`src/core/acs_pkg.sv`:
```
// package for the conversion sequencer: register map, field positions, timing.
// assumes an axi4-lite master on the system clock and an external analog core.
package acs_pkg;
    // register byte offsets
    localparam logic [7:0] OFS_INPUT_SEL = 8'h00;  // input_select_register
    localparam logic [7:0] OFS_CTRL_A = 8'h04;     // converter_control_a
    localparam logic [7:0] OFS_CTRL_B = 8'h08;     // converter_control_b
    localparam logic [7:0] OFS_RES_LOW = 8'h0c;    // result_low_byte
    localparam logic [7:0] OFS_RES_HIGH = 8'h10;   // result_high_byte
    // input_select_register fields
    localparam int CH_LSB = 0;        // channel_select_field [1:0]
    localparam int ALIGN_BIT = 5;     // result_left_align_bit
    localparam int REF_LSB = 6;       // reference_select_field [7:6]
    // converter_control_a fields
    localparam int PS_LSB = 0;        // prescaler_select_field [2:0]
    localparam int FLAG_BIT = 4;      // conversion_complete_flag, write one clears
    localparam int ATE_BIT = 5;       // auto_trigger_enable_bit
    localparam int START_BIT = 6;     // start_conversion_bit
    localparam int EN_BIT = 7;        // converter_enable_bit
    // converter_control_b fields
    localparam int TS_LSB = 0;        // trigger_source_field [2:0]
    // cycle counts, in half converter clocks to carry the .5 figures
    localparam logic [5:0] HALF_NORMAL = 6'h1a;    // 13 cycles
    localparam logic [5:0] HALF_FIRST = 6'h32;     // 25 cycles
    localparam logic [5:0] HALF_AUTO = 6'h1b;      // 13.5 cycles
    localparam logic [5:0] SH_NORMAL = 6'h03;      // 1.5 cycles
    localparam logic [5:0] SH_FIRST = 6'h1d;       // 14.5 cycles
    localparam logic [5:0] SH_AUTO = 6'h04;        // 2 cycles
    localparam logic [1:0] SYNC_CYC = 2'h3;        // system clocks of trigger sync
    localparam logic [1:0] RESP_OKAY = 2'h0;
    localparam logic [1:0] RESP_SLVERR = 2'h2;

    typedef struct packed {
        logic [1:0] refsel;
        logic [1:0] chan;
    } acs_sel_t;
endpackage

```
`src/core/acs_sequencer.sv`:
```
// conversion sequencer: axi4-lite registers, prescaler, start/trigger control,
// result lock and alignment. the analog core gives a 10-bit result on done.
`timescale 1ns/100ps
module acs_sequencer #(
    parameter int TRIG_W = 8
) (
    input wire logic clk,
    input wire logic srst,
    input wire logic [7:0] s_axi_awaddr,
    input wire logic s_axi_awvalid,
    output logic s_axi_awready,
    input wire logic [31:0] s_axi_wdata,
    input wire logic [3:0] s_axi_wstrb,
    input wire logic s_axi_wvalid,
    output logic s_axi_wready,
    output logic [1:0] s_axi_bresp,
    output logic s_axi_bvalid,
    input wire logic s_axi_bready,
    input wire logic [7:0] s_axi_araddr,
    input wire logic s_axi_arvalid,
    output logic s_axi_arready,
    output logic [31:0] s_axi_rdata,
    output logic [1:0] s_axi_rresp,
    output logic s_axi_rvalid,
    input wire logic s_axi_rready,
    input wire logic [TRIG_W-1:0] trig_src,
    input wire logic [9:0] core_result,
    output acs_pkg::acs_sel_t conv_sel,
    output logic conv_enable,
    output logic conv_clk,
    output logic conv_sample,
    output logic conv_busy
);
    // ------------------------------------------------------------------
    // state and registers
    // ------------------------------------------------------------------
    typedef enum logic [2:0] {
        ACS_IDLE = 3'b001,
        ACS_SYNC = 3'b010,
        ACS_CONV = 3'b100
    } acs_state_t;

    acs_state_t state_ff;
    logic [7:0] insel_ff;
    logic en_ff, ate_ff, flag_ff, start_ff, first_ff, lock_ff, auto_ff;
    logic [2:0] ps_ff, ts_ff;
    logic [9:0] res_ff;
    logic [6:0] pre_ff;
    logic [5:0] half_ff;
    logic [1:0] sync_ff;
    logic soft_req_ff, trig_prev_ff, run_ff;
    logic [7:0] aw_addr_ff;
    logic [31:0] w_data_ff;
    logic [3:0] w_strb_ff;
    logic aw_got_ff, w_got_ff;

    // ------------------------------------------------------------------
    // helpers
    // ------------------------------------------------------------------
    // prescaler terminal count for a select value (divide by 2..128)
    function automatic logic [6:0] ps_last(input logic [2:0] sel);
        logic [6:0] d;
        d = 7'h01;
        case (sel)
            3'h0, 3'h1: d = 7'h01;
            3'h2: d = 7'h03;
            3'h3: d = 7'h07;
            3'h4: d = 7'h0f;
            3'h5: d = 7'h1f;
            3'h6: d = 7'h3f;
            default: d = 7'h7f;
        endcase
        return d;
    endfunction

    logic wr_go, rd_go, conv_tick, trig_lvl, trig_rise, done;
    logic [5:0] conv_len;
    logic [7:0] rd_byte, low_b, high_b;

    // ------------------------------------------------------------------
    // prescaler: half-period ticks of the converter clock
    // ------------------------------------------------------------------
    // terminal count gives the rising edge, half count the falling edge
    assign conv_tick = en_ff && (pre_ff == ps_last(ps_ff));  // rising converter edge
    wire mid_tick = en_ff && (pre_ff == (ps_last(ps_ff) >> 1));

    // held in reset while disabled; trigger restarts it too
    always_ff @(posedge clk) begin
        if (srst || !en_ff) begin
            pre_ff <= 7'h00;
        end else if (state_ff == ACS_SYNC && sync_ff == 2'h0) begin
            pre_ff <= 7'h00;
        end else if (pre_ff == ps_last(ps_ff)) begin
            pre_ff <= 7'h00;
        end else begin
            pre_ff <= pre_ff + 7'h01;
        end
    end

    // converter clock high in the first half of each period
    always_ff @(posedge clk) begin
        if (srst || !en_ff) begin
            conv_clk <= 1'b0;
        end else if (conv_tick) begin
            conv_clk <= 1'b1;
        end else if (mid_tick) begin
            conv_clk <= 1'b0;
        end
    end

    // ------------------------------------------------------------------
    // trigger selection and edge detect
    // ------------------------------------------------------------------
    assign trig_lvl = ts_ff == 3'h0 ? flag_ff : trig_src[ts_ff];
    assign trig_rise = trig_lvl && !trig_prev_ff;

    always_ff @(posedge clk) begin
        if (srst) begin
            trig_prev_ff <= 1'b0;
        end else begin
            trig_prev_ff <= trig_lvl;
        end
    end

    // ------------------------------------------------------------------
    // conversion sequencing
    // ------------------------------------------------------------------
    // auto-triggered runs carry the extra half cycle of the trigger path
    assign conv_len = first_ff ? acs_pkg::HALF_FIRST
        : (auto_ff ? acs_pkg::HALF_AUTO : acs_pkg::HALF_NORMAL);
    assign done = (state_ff == ACS_CONV) && (mid_tick || conv_tick) && (half_ff == conv_len - 6'h01);
    logic sw_start;
    assign sw_start = wr_go && aw_addr_ff == acs_pkg::OFS_CTRL_A && w_strb_ff[0]
                      && w_data_ff[acs_pkg::START_BIT] && w_data_ff[acs_pkg::EN_BIT];

    always_ff @(posedge clk) begin
        if (srst || !en_ff) begin
            state_ff <= ACS_IDLE;
            half_ff <= 6'h00;
            sync_ff <= 2'h0;
            auto_ff <= 1'b0;
            soft_req_ff <= !srst && sw_start;  // start written with enable survives
        end else begin
            if (sw_start) begin
                soft_req_ff <= 1'b1;
            end
            case (state_ff)
                ACS_IDLE: begin
                    if (ate_ff && ts_ff != 3'h0 && trig_rise) begin
                        state_ff <= ACS_SYNC;
                        sync_ff <= acs_pkg::SYNC_CYC - 2'h1;
                        auto_ff <= 1'b1;
                    end else if ((soft_req_ff || sw_start) && conv_tick) begin
                        state_ff <= ACS_CONV;
                        half_ff <= 6'h00;
                        auto_ff <= 1'b0;
                        soft_req_ff <= 1'b0;
                    end
                end
                ACS_SYNC: begin
                    if (sync_ff == 2'h0) begin
                        state_ff <= ACS_CONV;
                        half_ff <= 6'h00;
                    end else begin
                        sync_ff <= sync_ff - 2'h1;
                    end
                end
                ACS_CONV: begin  // edges during conversion ignored
                    if (done) begin
                        half_ff <= 6'h00;
                        // flag as trigger or free running restarts at once
                        if (ate_ff && ts_ff == 3'h0) begin
                            auto_ff <= 1'b0;
                        end else begin
                            state_ff <= ACS_IDLE;
                        end
                    end else if (mid_tick || conv_tick) begin
                        half_ff <= half_ff + 6'h01;
                    end
                end
                default: state_ff <= ACS_IDLE;
            endcase
        end
    end

    // first conversion after enable is the long one
    always_ff @(posedge clk) begin
        if (srst || !en_ff) begin
            first_ff <= 1'b1;
        end else if (done) begin
            first_ff <= 1'b0;
        end
    end

    // sample-and-hold strobe at 1.5, 14.5 or 2 cycles
    always_ff @(posedge clk) begin
        if (srst) begin
            conv_sample <= 1'b0;
        end else begin
            conv_sample <= (state_ff == ACS_CONV) && (mid_tick || conv_tick)
                && (half_ff == (first_ff ? acs_pkg::SH_FIRST
                    : (auto_ff ? acs_pkg::SH_AUTO : acs_pkg::SH_NORMAL)) - 6'h01);
        end
    end

    // ------------------------------------------------------------------
    // selections to the analog side, frozen while converting until the last converter cycle
    // ------------------------------------------------------------------
    wire last_cycle = (state_ff == ACS_CONV) && (half_ff + 6'h02 >= conv_len);
    always_ff @(posedge clk) begin
        if (srst || !en_ff) begin
            conv_sel <= '0;
        end else if (state_ff != ACS_CONV || last_cycle) begin
            conv_sel.chan <= insel_ff[acs_pkg::CH_LSB +: 2];
            conv_sel.refsel <= insel_ff[acs_pkg::REF_LSB +: 2];
        end
    end

    always_ff @(posedge clk) begin
        if (srst) begin
            conv_enable <= 1'b0;
            conv_busy <= 1'b0;
        end else begin
            conv_enable <= en_ff;
            conv_busy <= en_ff && (state_ff != ACS_IDLE);  // drops with enable
        end
    end

    // ------------------------------------------------------------------
    // result register and byte-ordered lock
    // ------------------------------------------------------------------
    always_ff @(posedge clk) begin
        if (srst) begin
            res_ff <= 10'h000;
        end else if (done && !lock_ff) begin  // locked result is dropped
            res_ff <= core_result;
        end
    end

    wire rd_low = rd_go && s_axi_araddr == acs_pkg::OFS_RES_LOW;
    wire rd_high = rd_go && s_axi_araddr == acs_pkg::OFS_RES_HIGH;
    always_ff @(posedge clk) begin
        if (srst) begin
            lock_ff <= 1'b0;
        end else if (rd_high) begin
            lock_ff <= 1'b0;
        end else if (rd_low) begin
            lock_ff <= 1'b1;
        end
    end

    // alignment chosen at read time
    assign low_b = insel_ff[acs_pkg::ALIGN_BIT] ? {res_ff[1:0], 6'h00} : res_ff[7:0];
    assign high_b = insel_ff[acs_pkg::ALIGN_BIT] ? res_ff[9:2] : {6'h00, res_ff[9:8]};

    // ------------------------------------------------------------------
    // control registers; hardware set of flag wins over software clear
    // ------------------------------------------------------------------
    wire wr_a = wr_go && aw_addr_ff == acs_pkg::OFS_CTRL_A && w_strb_ff[0];
    always_ff @(posedge clk) begin
        if (srst) begin
            insel_ff <= 8'h00;
            en_ff <= 1'b0;
            ate_ff <= 1'b0;
            ps_ff <= 3'h0;
            ts_ff <= 3'h0;
        end else begin
            if (wr_go && aw_addr_ff == acs_pkg::OFS_INPUT_SEL && w_strb_ff[0]) begin
                insel_ff <= w_data_ff[7:0];
            end
            if (wr_a) begin
                en_ff <= w_data_ff[acs_pkg::EN_BIT];
                ate_ff <= w_data_ff[acs_pkg::ATE_BIT];
                ps_ff <= w_data_ff[acs_pkg::PS_LSB +: 3];
            end
            if (wr_go && aw_addr_ff == acs_pkg::OFS_CTRL_B && w_strb_ff[0]) begin
                ts_ff <= w_data_ff[acs_pkg::TS_LSB +: 3];
            end
        end
    end

    always_ff @(posedge clk) begin
        if (srst) begin
            flag_ff <= 1'b0;
        end else if (done) begin
            flag_ff <= 1'b1;  // even when result dropped
        end else if (wr_a && w_data_ff[acs_pkg::FLAG_BIT]) begin
            flag_ff <= 1'b0;
        end
    end

    // start bit: set from write or trigger until conversion finishes, held while free running
    always_ff @(posedge clk) begin
        if (srst) begin
            start_ff <= 1'b0;
        end else begin
            start_ff <= (state_ff != ACS_IDLE && !(done && !(ate_ff && ts_ff == 3'h0)))
                || (soft_req_ff && en_ff) || sw_start;
        end
    end

    // ------------------------------------------------------------------
    // axi4-lite slave
    // ------------------------------------------------------------------
    assign wr_go = aw_got_ff && w_got_ff && !s_axi_bvalid;
    assign rd_go = s_axi_arvalid && s_axi_arready;

    always_ff @(posedge clk) begin
        if (srst) begin
            aw_got_ff <= 1'b0;
            w_got_ff <= 1'b0;
            aw_addr_ff <= 8'h00;
            w_data_ff <= 32'h0000_0000;
            w_strb_ff <= 4'h0;
            s_axi_awready <= 1'b0;
            s_axi_wready <= 1'b0;
            s_axi_bvalid <= 1'b0;
            s_axi_bresp <= acs_pkg::RESP_OKAY;
        end else begin
            s_axi_awready <= !aw_got_ff && !s_axi_awready && s_axi_awvalid;
            s_axi_wready <= !w_got_ff && !s_axi_wready && s_axi_wvalid;
            if (s_axi_awvalid && s_axi_awready) begin
                aw_got_ff <= 1'b1;
                aw_addr_ff <= s_axi_awaddr;
            end
            if (s_axi_wvalid && s_axi_wready) begin
                w_got_ff <= 1'b1;
                w_data_ff <= s_axi_wdata;
                w_strb_ff <= s_axi_wstrb;
            end
            if (wr_go) begin
                aw_got_ff <= 1'b0;
                w_got_ff <= 1'b0;
                s_axi_bvalid <= 1'b1;
                s_axi_bresp <= (aw_addr_ff <= acs_pkg::OFS_RES_HIGH && aw_addr_ff[1:0] == 2'h0)
                    ? acs_pkg::RESP_OKAY : acs_pkg::RESP_SLVERR;
            end else if (s_axi_bvalid && s_axi_bready) begin
                s_axi_bvalid <= 1'b0;
            end
        end
    end

    always_comb begin
        rd_byte = 8'h00;
        case (s_axi_araddr)
            acs_pkg::OFS_INPUT_SEL: rd_byte = insel_ff;
            acs_pkg::OFS_CTRL_A: rd_byte = {en_ff, start_ff, ate_ff, flag_ff, 1'b0, ps_ff};
            acs_pkg::OFS_CTRL_B: rd_byte = {5'h00, ts_ff};
            acs_pkg::OFS_RES_LOW: rd_byte = low_b;
            acs_pkg::OFS_RES_HIGH: rd_byte = high_b;
            default: rd_byte = 8'h00;
        endcase
    end

    always_ff @(posedge clk) begin
        if (srst) begin
            s_axi_arready <= 1'b0;
            s_axi_rvalid <= 1'b0;
            s_axi_rdata <= 32'h0000_0000;
            s_axi_rresp <= acs_pkg::RESP_OKAY;
        end else begin
            s_axi_arready <= s_axi_arvalid && !s_axi_arready && !s_axi_rvalid;
            if (rd_go) begin
                s_axi_rvalid <= 1'b1;
                s_axi_rdata <= {24'h000000, rd_byte};
                s_axi_rresp <= (s_axi_araddr <= acs_pkg::OFS_RES_HIGH && s_axi_araddr[1:0] == 2'h0)
                    ? acs_pkg::RESP_OKAY : acs_pkg::RESP_SLVERR;
            end else if (s_axi_rvalid && s_axi_rready) begin
                s_axi_rvalid <= 1'b0;
            end
        end
    end
endmodule // acs_sequencer

```
`config.mk`:
```
export PLATFORM = sky130hd
export DESIGN_NAME = acs_sequencer
export DESIGN_NICKNAME = d
export VERILOG_FILES = /design/src/core/acs_pkg.sv /design/src/core/acs_sequencer.sv
export SDC_FILE = /design/constraint.sdc
export NUM_CORES = 1
export LEC_CHECK = 0
export ABC_CLOCK_PERIOD_IN_PS = 3600
export BUFFER_PORTS_ARGS = -buffer_cell sky130_fd_sc_hd__clkbuf_2
export CAP_MARGIN = 15
export CORE_MARGIN = 2
export CORE_UTILIZATION = 53
export CTS_CLUSTER_DIAMETER = 80
export DETAILED_ROUTE_END_ITERATION = 6
export GPL_ROUTABILITY_DRIVEN = 0
export PLACE_DENSITY_LB_ADDON = 0.25
export SYNTH_ARGS = -nofsm -noshare
export SYNTH_HDL_FRONTEND = slang
export SYNTH_SLANG_ARGS = --single-unit
```
`constraint.sdc`:
```
create_clock -name clk -period 3.6 [get_ports clk]
set_clock_uncertainty 0.2 [all_clocks]
set_input_delay 0.18 -clock clk [delete_from_list [all_inputs] [get_ports clk]]
set_output_delay 0.18 -clock clk [all_outputs]
set_load 0.1 [all_outputs]
```
* Word-level counts from Yosys, hierarchy flattened
Index checks and enable logic that the tools add are counted.
** Storage, ports and cells
- Register bits :: 95
- Input port bits :: 77
- Output and inout bits :: 49
- Logic and storage cells :: 212
** Operators by class
- $add $sub $neg :: 6
- Order comparisons :: 4
- Equality and inequality tests :: 32
- Multiplexer cells :: 48
- Reductions and logical operators :: 86
** Operator list (count)
- logical AND 1 bit :: 44
- one-hot mux 7 bit (6 select lines) :: 1
- one-hot mux 8 bit (5 select lines) :: 1
- 2-to-1 mux 6 bit :: 6
- == test 8 x 4 -> 1 bit, second input constant :: 3
- 2-to-1 mux 1 bit :: 20
- 2-to-1 mux 3 bit :: 6
- one-hot mux 6 bit (3 select lines) :: 1
- == test 8 x 3 -> 1 bit, second input constant :: 2
- less-or-equal comparator 8 x 5 -> 1 bit, second input constant :: 2
- zero test 8 bit :: 2
- 2-to-1 mux 8 bit :: 2
- == test 7 bit :: 2
- 2-to-1 mux 7 bit :: 2
- zero test 1 bit :: 13
- == test 3 bit, second input constant :: 4
- == test 6 bit :: 2
- inequality test 2 bit, second input constant :: 6
- nonzero test 2 bit :: 6
- == test 3 x 2 -> 1 bit, second input constant :: 3
- one-hot mux 3 bit (3 select lines) :: 1
- == test 8 x 5 -> 1 bit, second input constant :: 1
- 2-to-1 mux 2 bit :: 4
- AND reduction 4 bit :: 2
- 26 further kinds :: 40

* Depth between registers and ports, before layout
Gate-level depths: netlist of the first run.
- Depth in word-level cells :: 13
- Depth in mapped cells :: 10
- Depth with buffers taken out :: 9

* Worst setup path after synthesis of the first run
No wires, ideal clock.
- Kind :: flip-flop to flip-flop
- Start point :: register s_axi_bvalid
- End point :: register auto_ff
- Setup time :: 0.131 ns
- Arrival time :: 2.252 ns
- Required time :: 3.269 ns
- Setup slack :: 1.017 ns
- Cell stages (with the launch flop) :: 8
- Path buffers :: 0
- Period minus slack after synthesis :: 2.583 ns
- Cell sequence :: dfxtp_1 nand3b_1 nor4_4 a31oi_1 nand2b_1 o21a_1 o31ai_1 a21oi_1
** On the way
- Longest elaborated chain between the ends :: 10
** Ends and longest elaborated chain
- start, declared :: RTL line acs_sequencer.sv:17 : output logic s_axi_bvalid,
- start signal, assigned :: RTL line acs_sequencer.sv:317 : s_axi_bvalid <= 1'b0;
- start signal, assigned :: RTL line acs_sequencer.sv:334 : s_axi_bvalid <= 1'b1;
- start signal, assigned :: RTL line acs_sequencer.sv:338 : s_axi_bvalid <= 1'b0;
- zero test 1 bit :: RTL line acs_sequencer.sv:305 : assign wr_go = aw_got_ff && w_got_ff && !s_axi_bvalid;
- logical AND 1 bit :: RTL line acs_sequencer.sv:305
- logical AND 1 bit (2 in series) :: RTL line acs_sequencer.sv:133 : assign sw_start = wr_go && aw_addr_ff == acs_pkg::OFS_CTRL_A && w_strb_ff[0]
- logical AND 1 bit (2 in series) :: RTL line acs_sequencer.sv:134 : && w_data_ff[acs_pkg::START_BIT] && w_data_ff[acs_pkg::EN_BIT];
- logical OR 1 bit :: RTL line acs_sequencer.sv:153 : end else if ((soft_req_ff || sw_start) && conv_tick) begin
- logical AND 1 bit :: RTL line acs_sequencer.sv:153
- inequality test 3 bit (no line)
- AND reduction 4 bit (no line)
- end signal, assigned :: RTL line acs_sequencer.sv:152 : auto_ff <= 1'b1;
- end signal, assigned :: RTL line acs_sequencer.sv:156 : auto_ff <= 1'b0;
- end signal, assigned :: RTL line acs_sequencer.sv:173 : auto_ff <= 1'b0;
- end, declared :: RTL line acs_sequencer.sv:45 : logic en_ff, ate_ff, flag_ff, start_ff, first_ff, lock_ff, auto_ff;
Every way passes these cells.
A chain may end at the register's enable or synchronous reset.

* Final worst setup path of the first run
- Start point :: register ps_ff[1]
- End point :: register state_ff[2]
** On the way
- Longest elaborated chain between the ends :: 10
- Elaborated cells between the ends (all ways) :: 20
- Classes of those cells :: eq/ne: 10; mux: 1; reduce/logical: 9
** Ends and longest elaborated chain
- start, declared :: RTL line acs_sequencer.sv:46 : logic [2:0] ps_ff, ts_ff;
- start signal, assigned :: RTL line acs_sequencer.sv:274 : ps_ff <= w_data_ff[acs_pkg::PS_LSB +: 3];
- == test 3 x 1 -> 1 bit / zero test 3 bit (equally long branches) :: RTL line acs_sequencer.sv:64 : case (sel)
- OR reduction 2 bit :: RTL line acs_sequencer.sv:64
- one-hot mux 7 bit (6 select lines) (*) :: RTL line acs_sequencer.sv:64
- == test 7 x 6 -> 1 bit / == test 7 bit (equally long branches) :: RTL line acs_sequencer.sv:85, acs_sequencer.sv:84
- logical AND 1 bit, on equally long branches :: RTL line acs_sequencer.sv:85, acs_sequencer.sv:84
- logical OR 1 bit :: RTL line acs_sequencer.sv:131 : assign done = (state_ff == ACS_CONV) && (mid_tick || conv_tick) && (half_ff == conv_len - 6'h01);
- logical AND 1 bit (2 in series) :: RTL line acs_sequencer.sv:131
- inequality test 2 bit (no line)
- AND reduction 4 bit (no line) (*)
- end signal, assigned :: RTL line acs_sequencer.sv:138 : state_ff <= ACS_IDLE;
- end signal, assigned :: RTL line acs_sequencer.sv:150 : state_ff <= ACS_SYNC;
- end signal, assigned :: RTL line acs_sequencer.sv:154 : state_ff <= ACS_CONV;
- end, declared :: RTL line acs_sequencer.sv:43 : acs_state_t state_ff;
Every way passes the cells marked *; elsewhere a longest branch is shown, timed or not.

==> summary.txt, run 1 <==
Run status
  • Status: completed

Placement
  • PortBufs: 71
  • Placed Cells: 724
  • Area after DPL: 0.00508 mm2
  • Setup WS pre-CTS: 833 ps
  • HPWL after detailed placement: 8.15 mm

CTS
  • Post-CTS Setup Repair Bufs: 0
  • CTS Sinks: 93
  • CTS tree: done
  • Htree depth: 3
  • Root Buffer: clkbuf_8
  • Post-CTS Hold Buffers: 37
  • Post-CTS sizing: 0
  • Num CTS Buffers: 9
  • Clock Latency Late Sink: 370 ps
  • Clock transition at the registers of the reported paths: 90 ps
  • Clk buf depth: 2

Synthesis
  • Cell Area, Synth: 0.00479 mm2
  • Synth Area in Compound Gates: 0.172
  • Mux cell area share after synthesis: 0.0616
  • Post-synth EDFFs: 0
  • Share of synthesized flip-flops with an asynchronous set or reset: 0
  • Adder-cell share of the synthesized area: 0.0183
  • Largest family of logic cells by synthesized area: simple AND/OR/NAND/NOR gates
  • Synthesized flop and latch total: 93
  • Synth unique cells: 71
  • Avg Synthesized Cell Area: 8.35 um2
  • XOR/XNOR Fraction of Synth Area: 0.0219
  • YS warnings: 0
  • Main flop type after synthesis: dfxtp_1
  • Post-Synthesis Cells: 574
  • Register area share after synthesis: 0.388
  • Simple-gate area share of the yosys netlist: 0.256

Critical path
  • Most used cell, CP: o21a_1
  • WP data arrival: 2880 ps
  • Startpoint types: flop
  • CP peak stage delay: 570 ps
  • CP max stage cell: or3_2
  • Type of the worst setup path: reg -> reg
  • Crit path cell chain: nand2_1 > a2bb2oi_1 > o21a_1 > or3_2 > o21a_1 > nor4_2 > o22ai_1
  • Reg2reg setup slack: 740 ps
  • CP Capture Type: flop
  • Crit Path Max Fanout: 12
  • Worst EP required: 3630 ps

Cells and area
  • Proportion of layout cells with a drive suffix above 1: 0.160
  • Nets: 748
  • Commonest non-fill, non-tap cells in the layout: 93 x dfxtp_1, 71 x clkbuf_2, 66 x nor2_1, 59 x nand2_1, 50 x a21oi_1
  • Antenna cells: 0
  • Design area: 0.00566 mm2
  • Finished Layout Cells: 776
  • Filler cells: 739
  • Commonest non-fill, non-tap cell in the layout: dfxtp_1
  • Layout area overhead: 18.1%

STA
  • Unrepaired setup endpoints after global routing: no
  • Setup TNS: 0 ps
  • Setup violations, final: 0
  • Achievable Freq: 350 MHz
  • Slew margin rel.: 0.516
  • Worst Tran Pin Value: 721 ps
  • Final Hold Fails: 0
  • Final period util: 0.794
  • Fin. max-slew vios: 0
  • Tmin final: 2860 ps
  • Final Worst Setup Slack: 742 ps

Die
  • Die height: 99.1 um
  • Initial Util: 0.547
  • CORE AREA: 0.00876 mm2
  • Die ar.: 0.00982 mm2
  • Die width: 99.1 um
  • Placement row count: 34
  • Top-Level Pins: 126

Global route
  • First-pass GRT wire length: 19.5 mm
  • All-Layer GR Usage: 0.242
  • Largest net degree at the start of global routing: 67
  • Grt ovf: 0
  • Vias in the first global route: 4194
  • Antenna violations before repair: 0

Job
  • Max-cap viol count: 0

Detailed routing
  • WL final: 11.9 mm
  • First DRT Iteration DRCs: 200
  • Number of routed nets with antenna violations: 0
  • Via count: 4496
  • # DRC: 0
  • First-pass iteration count of the detailed router: 5
  • WL/cell: 15.4 um
  • Via-to-Cell Ratio: 5.79

Power and ir drop
  • Power Dens Cells: 372 mW/mm2
  • Leak: 2.16 nW
  • Maximum VDD drop: 0.000249 V
  • Power Total: 2.11 mW

Hold path
  • HP Class: in -> reg
-- stage by stage --
stage	util	hold WS, ps
finish	0.646	79.2
global route	0.646	95.8
CTS	0.646	65.4
detailed placement	0.579	211
global placement	0.579	210
floorplan	-	116
-- registers in the layout, summed over array words and instances, names as in the netlist, 2 cells and up --
signal       flops
conv_sel         4
s_axi_rdata      8
half_ff          6
pre_ff           7
res_ff          10
w_data_ff        8
ps_ff            3
sync_ff          2
ts_ff            3
state_ff         3
aw_addr_ff       8
insel_ff         8
-- final cells by class --
| cell class | instances | area (um2) | area share |
|---|---|---|---|
| Timing Repair Buffer | 113 | 763 | 0.135 |
| Inverter | 13 | 48.8 | 0.00861 |
| Multi-Input combinational cell | 434 | 2640 | 0.466 |
| Clock buffer | 9 | 124 | 0.0219 |
| Tap cell | 108 | 135 | 0.0239 |
| Clock inverter | 6 | 93.8 | 0.0166 |
| Sequential cell | 93 | 1860 | 0.329 |
-- critical path: cells and delay by family (launching register included) --
family,cells,cell delay [ps]
flops,1,550
compound gates,4,800
simple gates,3,1160
-- kinds of logic after synthesis --
kind of cell,after synthesis
fa+ha+maj,7
other cells,1
buf+inv,72
compound gates,124
xor+xnor,12
flops,93
simple gates,238
mux,27
-- cell usage after synthesis (9+ instances only) --
library cell,count,area [um2]
nand2_1,59,221
o21ai_0,10,50.1
nor3_1,14,70.1
dfxtp_1,93,1860
a21oi_1,50,250
clkbuf_1,21,78.8
nor2_1,66,248
o31ai_1,12,90.1
nand2b_1,14,87.6
buf_4,26,195
inv_1,11,41.3
xnor2_1,9,78.8
nand3_1,22,110
nand4_1,18,113
mux2i_1,25,250
-- power by group --
part	switching, mW	internal (mW)	leakage, nW
combinational	0.218	0.0656	1.31
sequential	0.0120	1.04	0.751
clock	0.379	0.393	0.106
-- metal layers --
metal / global-route usage / part of all wire / up-vias
met5: 0 / 0 / -
met4: 0.110 / 0.028 / 0
met3: 0.0372 / 0.056 / 36
met2: 0.407 / 0.48 / 176
met1: 0.307 / 0.43 / 2099
li1: - / - / 2185
-- path summary, 6_finish.rpt --
kind | from | to | cells after the start
setup reg to reg | ps_ff[1] | state_ff[2] | 7
hold reg to reg | w_data_ff[3] | w_data_ff[3] | 2
setup / recovery | ps_ff[1] | state_ff[2] | 7
hold / removal | s_axi_araddr[3] | lock_ff | 3
No activity file was read; power rests on OpenSTA's default activity.
==> run 2: changes to the inputs <==
--- a/config.mk
+++ b/config.mk
@@ -5,11 +5,11 @@
 export SDC_FILE = /design/constraint.sdc
 export NUM_CORES = 1
 export LEC_CHECK = 0
-export ABC_CLOCK_PERIOD_IN_PS = 3600
+export ABC_CLOCK_PERIOD_IN_PS = 2440
 export BUFFER_PORTS_ARGS = -buffer_cell sky130_fd_sc_hd__clkbuf_2
 export CAP_MARGIN = 15
 export CORE_MARGIN = 2
-export CORE_UTILIZATION = 53
+export CORE_UTILIZATION = 48
 export CTS_CLUSTER_DIAMETER = 80
 export DETAILED_ROUTE_END_ITERATION = 6
 export GPL_ROUTABILITY_DRIVEN = 0
==> constraint.sdc (replaced) <==
create_clock -name clk -period 2.44 [get_ports clk]
set_clock_uncertainty 0.2 [all_clocks]
set_input_delay 0.122 -clock clk [delete_from_list [all_inputs] [get_ports clk]]
set_output_delay 0.122 -clock clk [all_outputs]
set_load 0.1 [all_outputs]
==> summary.txt, run 2 (synthesis gave the netlist of run 1 again) <==
Critical path
  • Reg2reg setup slack: -20 ps
  • CP Capture Type: flop
  • Worst EP required: 2510 ps
  • Type of the worst setup path: reg -> reg
  • CP peak stage delay: 500 ps
  • Crit Path Max Fanout: 8
  • Startpoint types: flop
  • Reg-to-reg critical path endpoint: auto_ff
  • Crit path cell chain: nor2b_4 > ha_1 > or4b_4 > o41a_1 > o31a_4 > o31ai_4 > a21oi_1
  • Critical Path End: auto_ff
  • WP data arrival: 2520 ps
  • CP Launch Point: auto_ff
  • R2R depth: 7
  • RR Startpoint: auto_ff
  • CP delay by family, top: compound AO/OA/AOI/OAI gates
  • WP depth: 7
  • CP max stage cell: or4b_4
  • CP Buf/Inv Count: 0

Placement
  • HPWL after detailed placement: 8.71 mm
  • Setup WS pre-CTS: -89.7 ps
  • PortBufs: 71

STA
  • Slew margin rel.: 0.558
  • Achievable Freq: 407 MHz
  • Final Worst Setup Slack: -16.3 ps
  • Final period util: 1.01
  • Final Hold Fails: 0
  • Worst Tran Pin Value: 662 ps
  • Fin. max-slew vios: 0
  • Setup TNS: -28.9 ps
  • Unrepaired setup endpoints after global routing: yes
  • Setup violations, final: 3
  • Tmin final: 2460 ps

Cells and area
  • Proportion of layout cells with a drive suffix above 1: 0.284
  • Commonest non-fill, non-tap cells in the layout: 81 x dfxtp_1, 71 x clkbuf_2, 66 x nor2_1, 57 x nand2_1, 56 x buf_4
  • Nets: 809
  • Antenna cells: 0
  • Commonest non-fill, non-tap cell in the layout: dfxtp_1
  • Largest register FFs: 10
  • Layout area overhead: 36.1%
  • Largest Register: res_ff
  • Fin util: 0.671

Run status
  • Failing checks: negative setup slack
  • Status: complete, but fails checks

CTS
  • CTS tree: done
  • Root Buffer: clkbuf_8
  • Htree depth: 3
  • Clock transition at the registers of the reported paths: 100 ps
  • Clk buf depth: 2
  • CTS Sinks: 93
  • Clock Latency Late Sink: 380 ps
  • Num CTS Buffers: 9

Global route
  • Met1 usage: 0.300
  • Met3 Use GR: 0.0432
  • Largest net degree at the start of global routing: 66
  • Grt ovf: 0
  • Top Usage Layer GRT: met2
  • Antenna violations before repair: 0
  • Routing usage on met2: 0.393
  • First-pass GRT wire length: 21.0 mm
  • All-Layer GR Usage: 0.235
  • Vias in the first global route: 4458

Detailed routing
  • WL/cell: 15.4 um
  • Via count: 4745
  • Number of routed nets with antenna violations: 0
  • WL final: 13.3 mm
  • First DRT Iteration DRCs: 263
  • # DRC: 0
  • Via-to-Cell Ratio: 5.50
  • First-pass iteration count of the detailed router: 4

Hold path
  • HP Class: in -> reg

Power and ir drop
  • Power Dens Cells: 458 mW/mm2
  • Power Total: 2.99 mW
  • Leak: 2.52 nW
  • Maximum VDD drop: 0.000256 V

Die
  • Die ar.: 0.0108 mm2
  • Placement row count: 36
  • Initial Util: 0.493
  • CORE AREA: 0.00973 mm2
  • Top-Level Pins: 126
  • Die height: 104 um
  • Die width: 104 um

Job
  • Max-cap viol count: 0
==> run 2: cell types whose count changed in the layout (fill, tap and decap cells not counted), sizes merged <==
cell	change
buf	+54
dlygate4sd3	+6
bufinv	-2
clkbuf	+2
clkinvlp	+1
inv	+1
==> run 2: metrics by stage <==
step | std cells | hold slack (ps) | area (um2)
after CTS | 860 | 13.1 | 6200
final | 863 | 48.1 | 6530
after global placement | 799 | 154 | 5500
after global routing | 863 | 65.7 | 6530
after detailed placement | 799 | 156 | 5500
after floorplan | 599 | 58.0 | 4900
==> run 2: worst min-delay path by stage <==
stage	start	end	slack, ps	cells past startpoint
finish	s_axi_araddr[4]	lock_ff	50	2
global route	s_axi_araddr[4]	lock_ff	70	2
CTS	s_axi_araddr[4]	lock_ff	10	2
detailed placement	s_axi_wdata[2]	w_data_ff[2]	160	3
global placement	s_axi_wdata[2]	w_data_ff[2]	150	3
floorplan	s_axi_wdata[3]	w_data_ff[3]	60	2
==> run 2: final cells by class <==
class | instances | area (um2)
multi-input combinational | 434 | 2960
sequential | 93 | 1880
clock inverter | 6 | 52.6
timing repair buffer | 174 | 1270
clock buffer | 10 | 138
tap | 133 | 166
inverter | 13 | 48.8
fill | 794 | 3200
==> run 2: power breakdown <==
group          total [mW]  switching (mW)  internal, mW
combinational       0.424           0.323         0.101
sequential           1.55          0.0179          1.53
clock                1.01           0.598         0.414
==> run 2: what timing repair did <==
| item | CTS | global route |
|---|---|---|
| cloned | 0 | 2 |
| pin swaps | 5 | 26 |
| hold buffers | 43 | 0 |
| buffers inserted | 2 | 1 |
| resized for setup | 15 | 53 |
| setup endpoints to repair | 20 | 24 |
| endpoints found under the hold margin | 35 | 0 |
==> run 2: per-layer routing <==
layer	part of all wire	vias to the layer above	wire, um
met3	0.054	26	714
met2	0.50	154	6590
li1	-	2318	-
met4	0.025	0	334
met1	0.42	2247	5630
met5	0	-	0
==> run 3: changes to the inputs <==
--- a/config.mk
+++ b/config.mk
@@ -8,11 +8,13 @@
 export ABC_CLOCK_PERIOD_IN_PS = 2440
 export BUFFER_PORTS_ARGS = -buffer_cell sky130_fd_sc_hd__clkbuf_2
 export CAP_MARGIN = 15
+export CORE_ASPECT_RATIO = 2
 export CORE_MARGIN = 2
 export CORE_UTILIZATION = 48
 export CTS_CLUSTER_DIAMETER = 80
 export DETAILED_ROUTE_END_ITERATION = 6
 export GPL_ROUTABILITY_DRIVEN = 0
+export MAX_ROUTING_LAYER = met4
 export PLACE_DENSITY_LB_ADDON = 0.25
 export SYNTH_ARGS = -nofsm -noshare
 export SYNTH_HDL_FRONTEND = slang
==> summary.txt, run 3 (synthesis gave the netlist of run 1 again) <==
Detailed routing
  • Via count: 4783
  • WL final: 14.3 mm
  • First DRT Iteration DRCs: 306
  • Via-to-Cell Ratio: 5.56
  • # DRC: 0
  • WL/cell: 16.6 um
  • First-pass iteration count of the detailed router: 5
  • Number of routed nets with antenna violations: 0

Critical path
  • WP data arrival: 2420 ps
  • Worst EP required: 2440 ps
  • Type of the worst setup path: reg -> reg
  • Crit Path Max Fanout: 6
  • RR Startpoint: ps_ff[0]
  • R2R depth: 8
  • Reg-to-reg critical path endpoint: res_ff[7]
  • CP Capture Type: flop
  • Startpoint types: flop
  • Reg2reg setup slack: 20 ps

Die
  • Initial Util: 0.494
  • Die height: 145 um
  • CORE AREA: 0.00970 mm2
  • Top-Level Pins: 126
  • Placement row count: 51
  • Die ar.: 0.0109 mm2
  • Die width: 74.7 um

CTS
  • CTS tree: done
  • Root Buffer: clkbuf_16
  • Clock Latency Late Sink: 340 ps
  • CTS Sinks: 93
  • Clock transition at the registers of the reported paths: 60 ps
  • Htree depth: 3
  • Clk buf depth: 2
  • Num CTS Buffers: 9

Cells and area
  • Proportion of layout cells with a drive suffix above 1: 0.284
  • Filler cells: 801
  • Commonest non-fill, non-tap cells in the layout: 81 x dfxtp_1, 71 x clkbuf_2, 66 x nor2_1, 58 x nand2_1, 56 x buf_4
  • Nets: 807
  • Fin util: 0.681
  • Largest Register: res_ff
  • Design area: 0.00661 mm2
  • Largest register FFs: 10
  • Antenna cells: 0
  • Commonest non-fill, non-tap cell in the layout: dfxtp_1
  • Layout area overhead: 37.8%

Hold path
  • Hold-critical path depth: 3
  • HP Class: in -> reg
  • Min-Delay Startpoint: s_axi_araddr[3]
  • Hold Crit Endpoint: lock_ff

STA
  • Slew margin rel.: 0.553
  • Hold WS: 47.2 ps
  • Final period util: 0.993
  • Unrepaired setup endpoints after global routing: yes
  • Worst Tran Pin Value: 671 ps
  • Final Hold Fails: 0
  • Setup TNS: 0 ps
  • Achievable Freq: 413 MHz
  • Tmin final: 2420 ps
  • Setup violations, final: 0
  • Fin. max-slew vios: 0

Placement
  • Area after DPL: 0.00552 mm2
  • HPWL after detailed placement: 10.1 mm
  • PortBufs: 71

Power and ir drop
  • Maximum VDD drop: 0.000469 V
  • Leak: 2.57 nW
  • Power Dens Cells: 529 mW/mm2
  • Power Total: 3.49 mW

Global route
  • Vias in the first global route: 4721
  • All-Layer GR Usage: 0.276
  • First-pass GRT wire length: 22.5 mm
  • Largest net degree at the start of global routing: 66
  • Antenna violations before repair: 0
  • Grt ovf: 0

Run status
  • Status: completed

Job
  • Max-cap viol count: 0
run 3: cell count changes in the layout (fill, tap and decap cells not counted), sizes merged:
| cell | change |
|---|---|
| dlygate4sd3 | -3 |
| buf | +1 |
| inv | -2 |
| bufinv | +2 |
run 3: worst max-delay path by stage:
stage                     cells after the start          to     startpoint
after global placement                        9  half_ff[4]      pre_ff[4]
after detailed placement                      8  half_ff[3]      pre_ff[4]
after global routing                          8  half_ff[3]        auto_ff
after CTS                                     7  half_ff[2]      pre_ff[4]
final                                         8   res_ff[7]       ps_ff[0]
after floorplan                               7     auto_ff  aw_addr_ff[1]
run 3: report_power, final:
| group | switching [mW] | total (mW) | internal (mW) |
|---|---|---|---|
| Sequential | 0.0194 | 1.56 | 1.54 |
| Clock | 0.605 | 1.51 | 0.907 |
| Combinational | 0.327 | 0.426 | 0.0992 |
run 3: layout make-up:
type                            instances  area, um2  share of cell area
Clock buffer                           10        229              0.0347
Clock inverter                          6       93.8              0.0142
Inverter                               13       52.6             0.00796
Multi-Input combinational cell        434       2930               0.444
Sequential cell                        93       1880               0.285
Tap cell                              132        165              0.0250
Timing Repair Buffer                  172       1250               0.190
run 3: per-stage QoR:
step	instances	setup slack, ps
2_1_floorplan	599	-15.4
3_3_place_gp	800	-169
3_5_place_dp	800	-193
4_1_cts	857	-10.6
5_1_grt	860	-68.6
6_report	860	17.3
run 3: routing by layer:
metal	share of wire	GRT usage	wire [um]
met2	0.58	0.493	8310
met3	0.037	0.0485	523
met1	0.33	0.260	4780
met4	0.047	0.163	666
met5	0	-	0
run 3: repair_timing:
action / CTS / global route
pin swaps: 7 / 27
gates resized for setup: 31 / 29
setup endpoints to repair: 22 / 22
cloned: 0 / 1
hold buffers: 40 / 0
setup buffers: 1 / 2
endpoints found under the hold margin: 33 / 0
run 3: critical path, stage by stage (launching register included):
cell	delay, ps
dfxtp_2	410
inv_2	60
or3_1	350
a311oi_2	310
o311ai_4	180
o21a_4	290
clkbuf_16	170
o31ai_2	220
a21oi_1	90
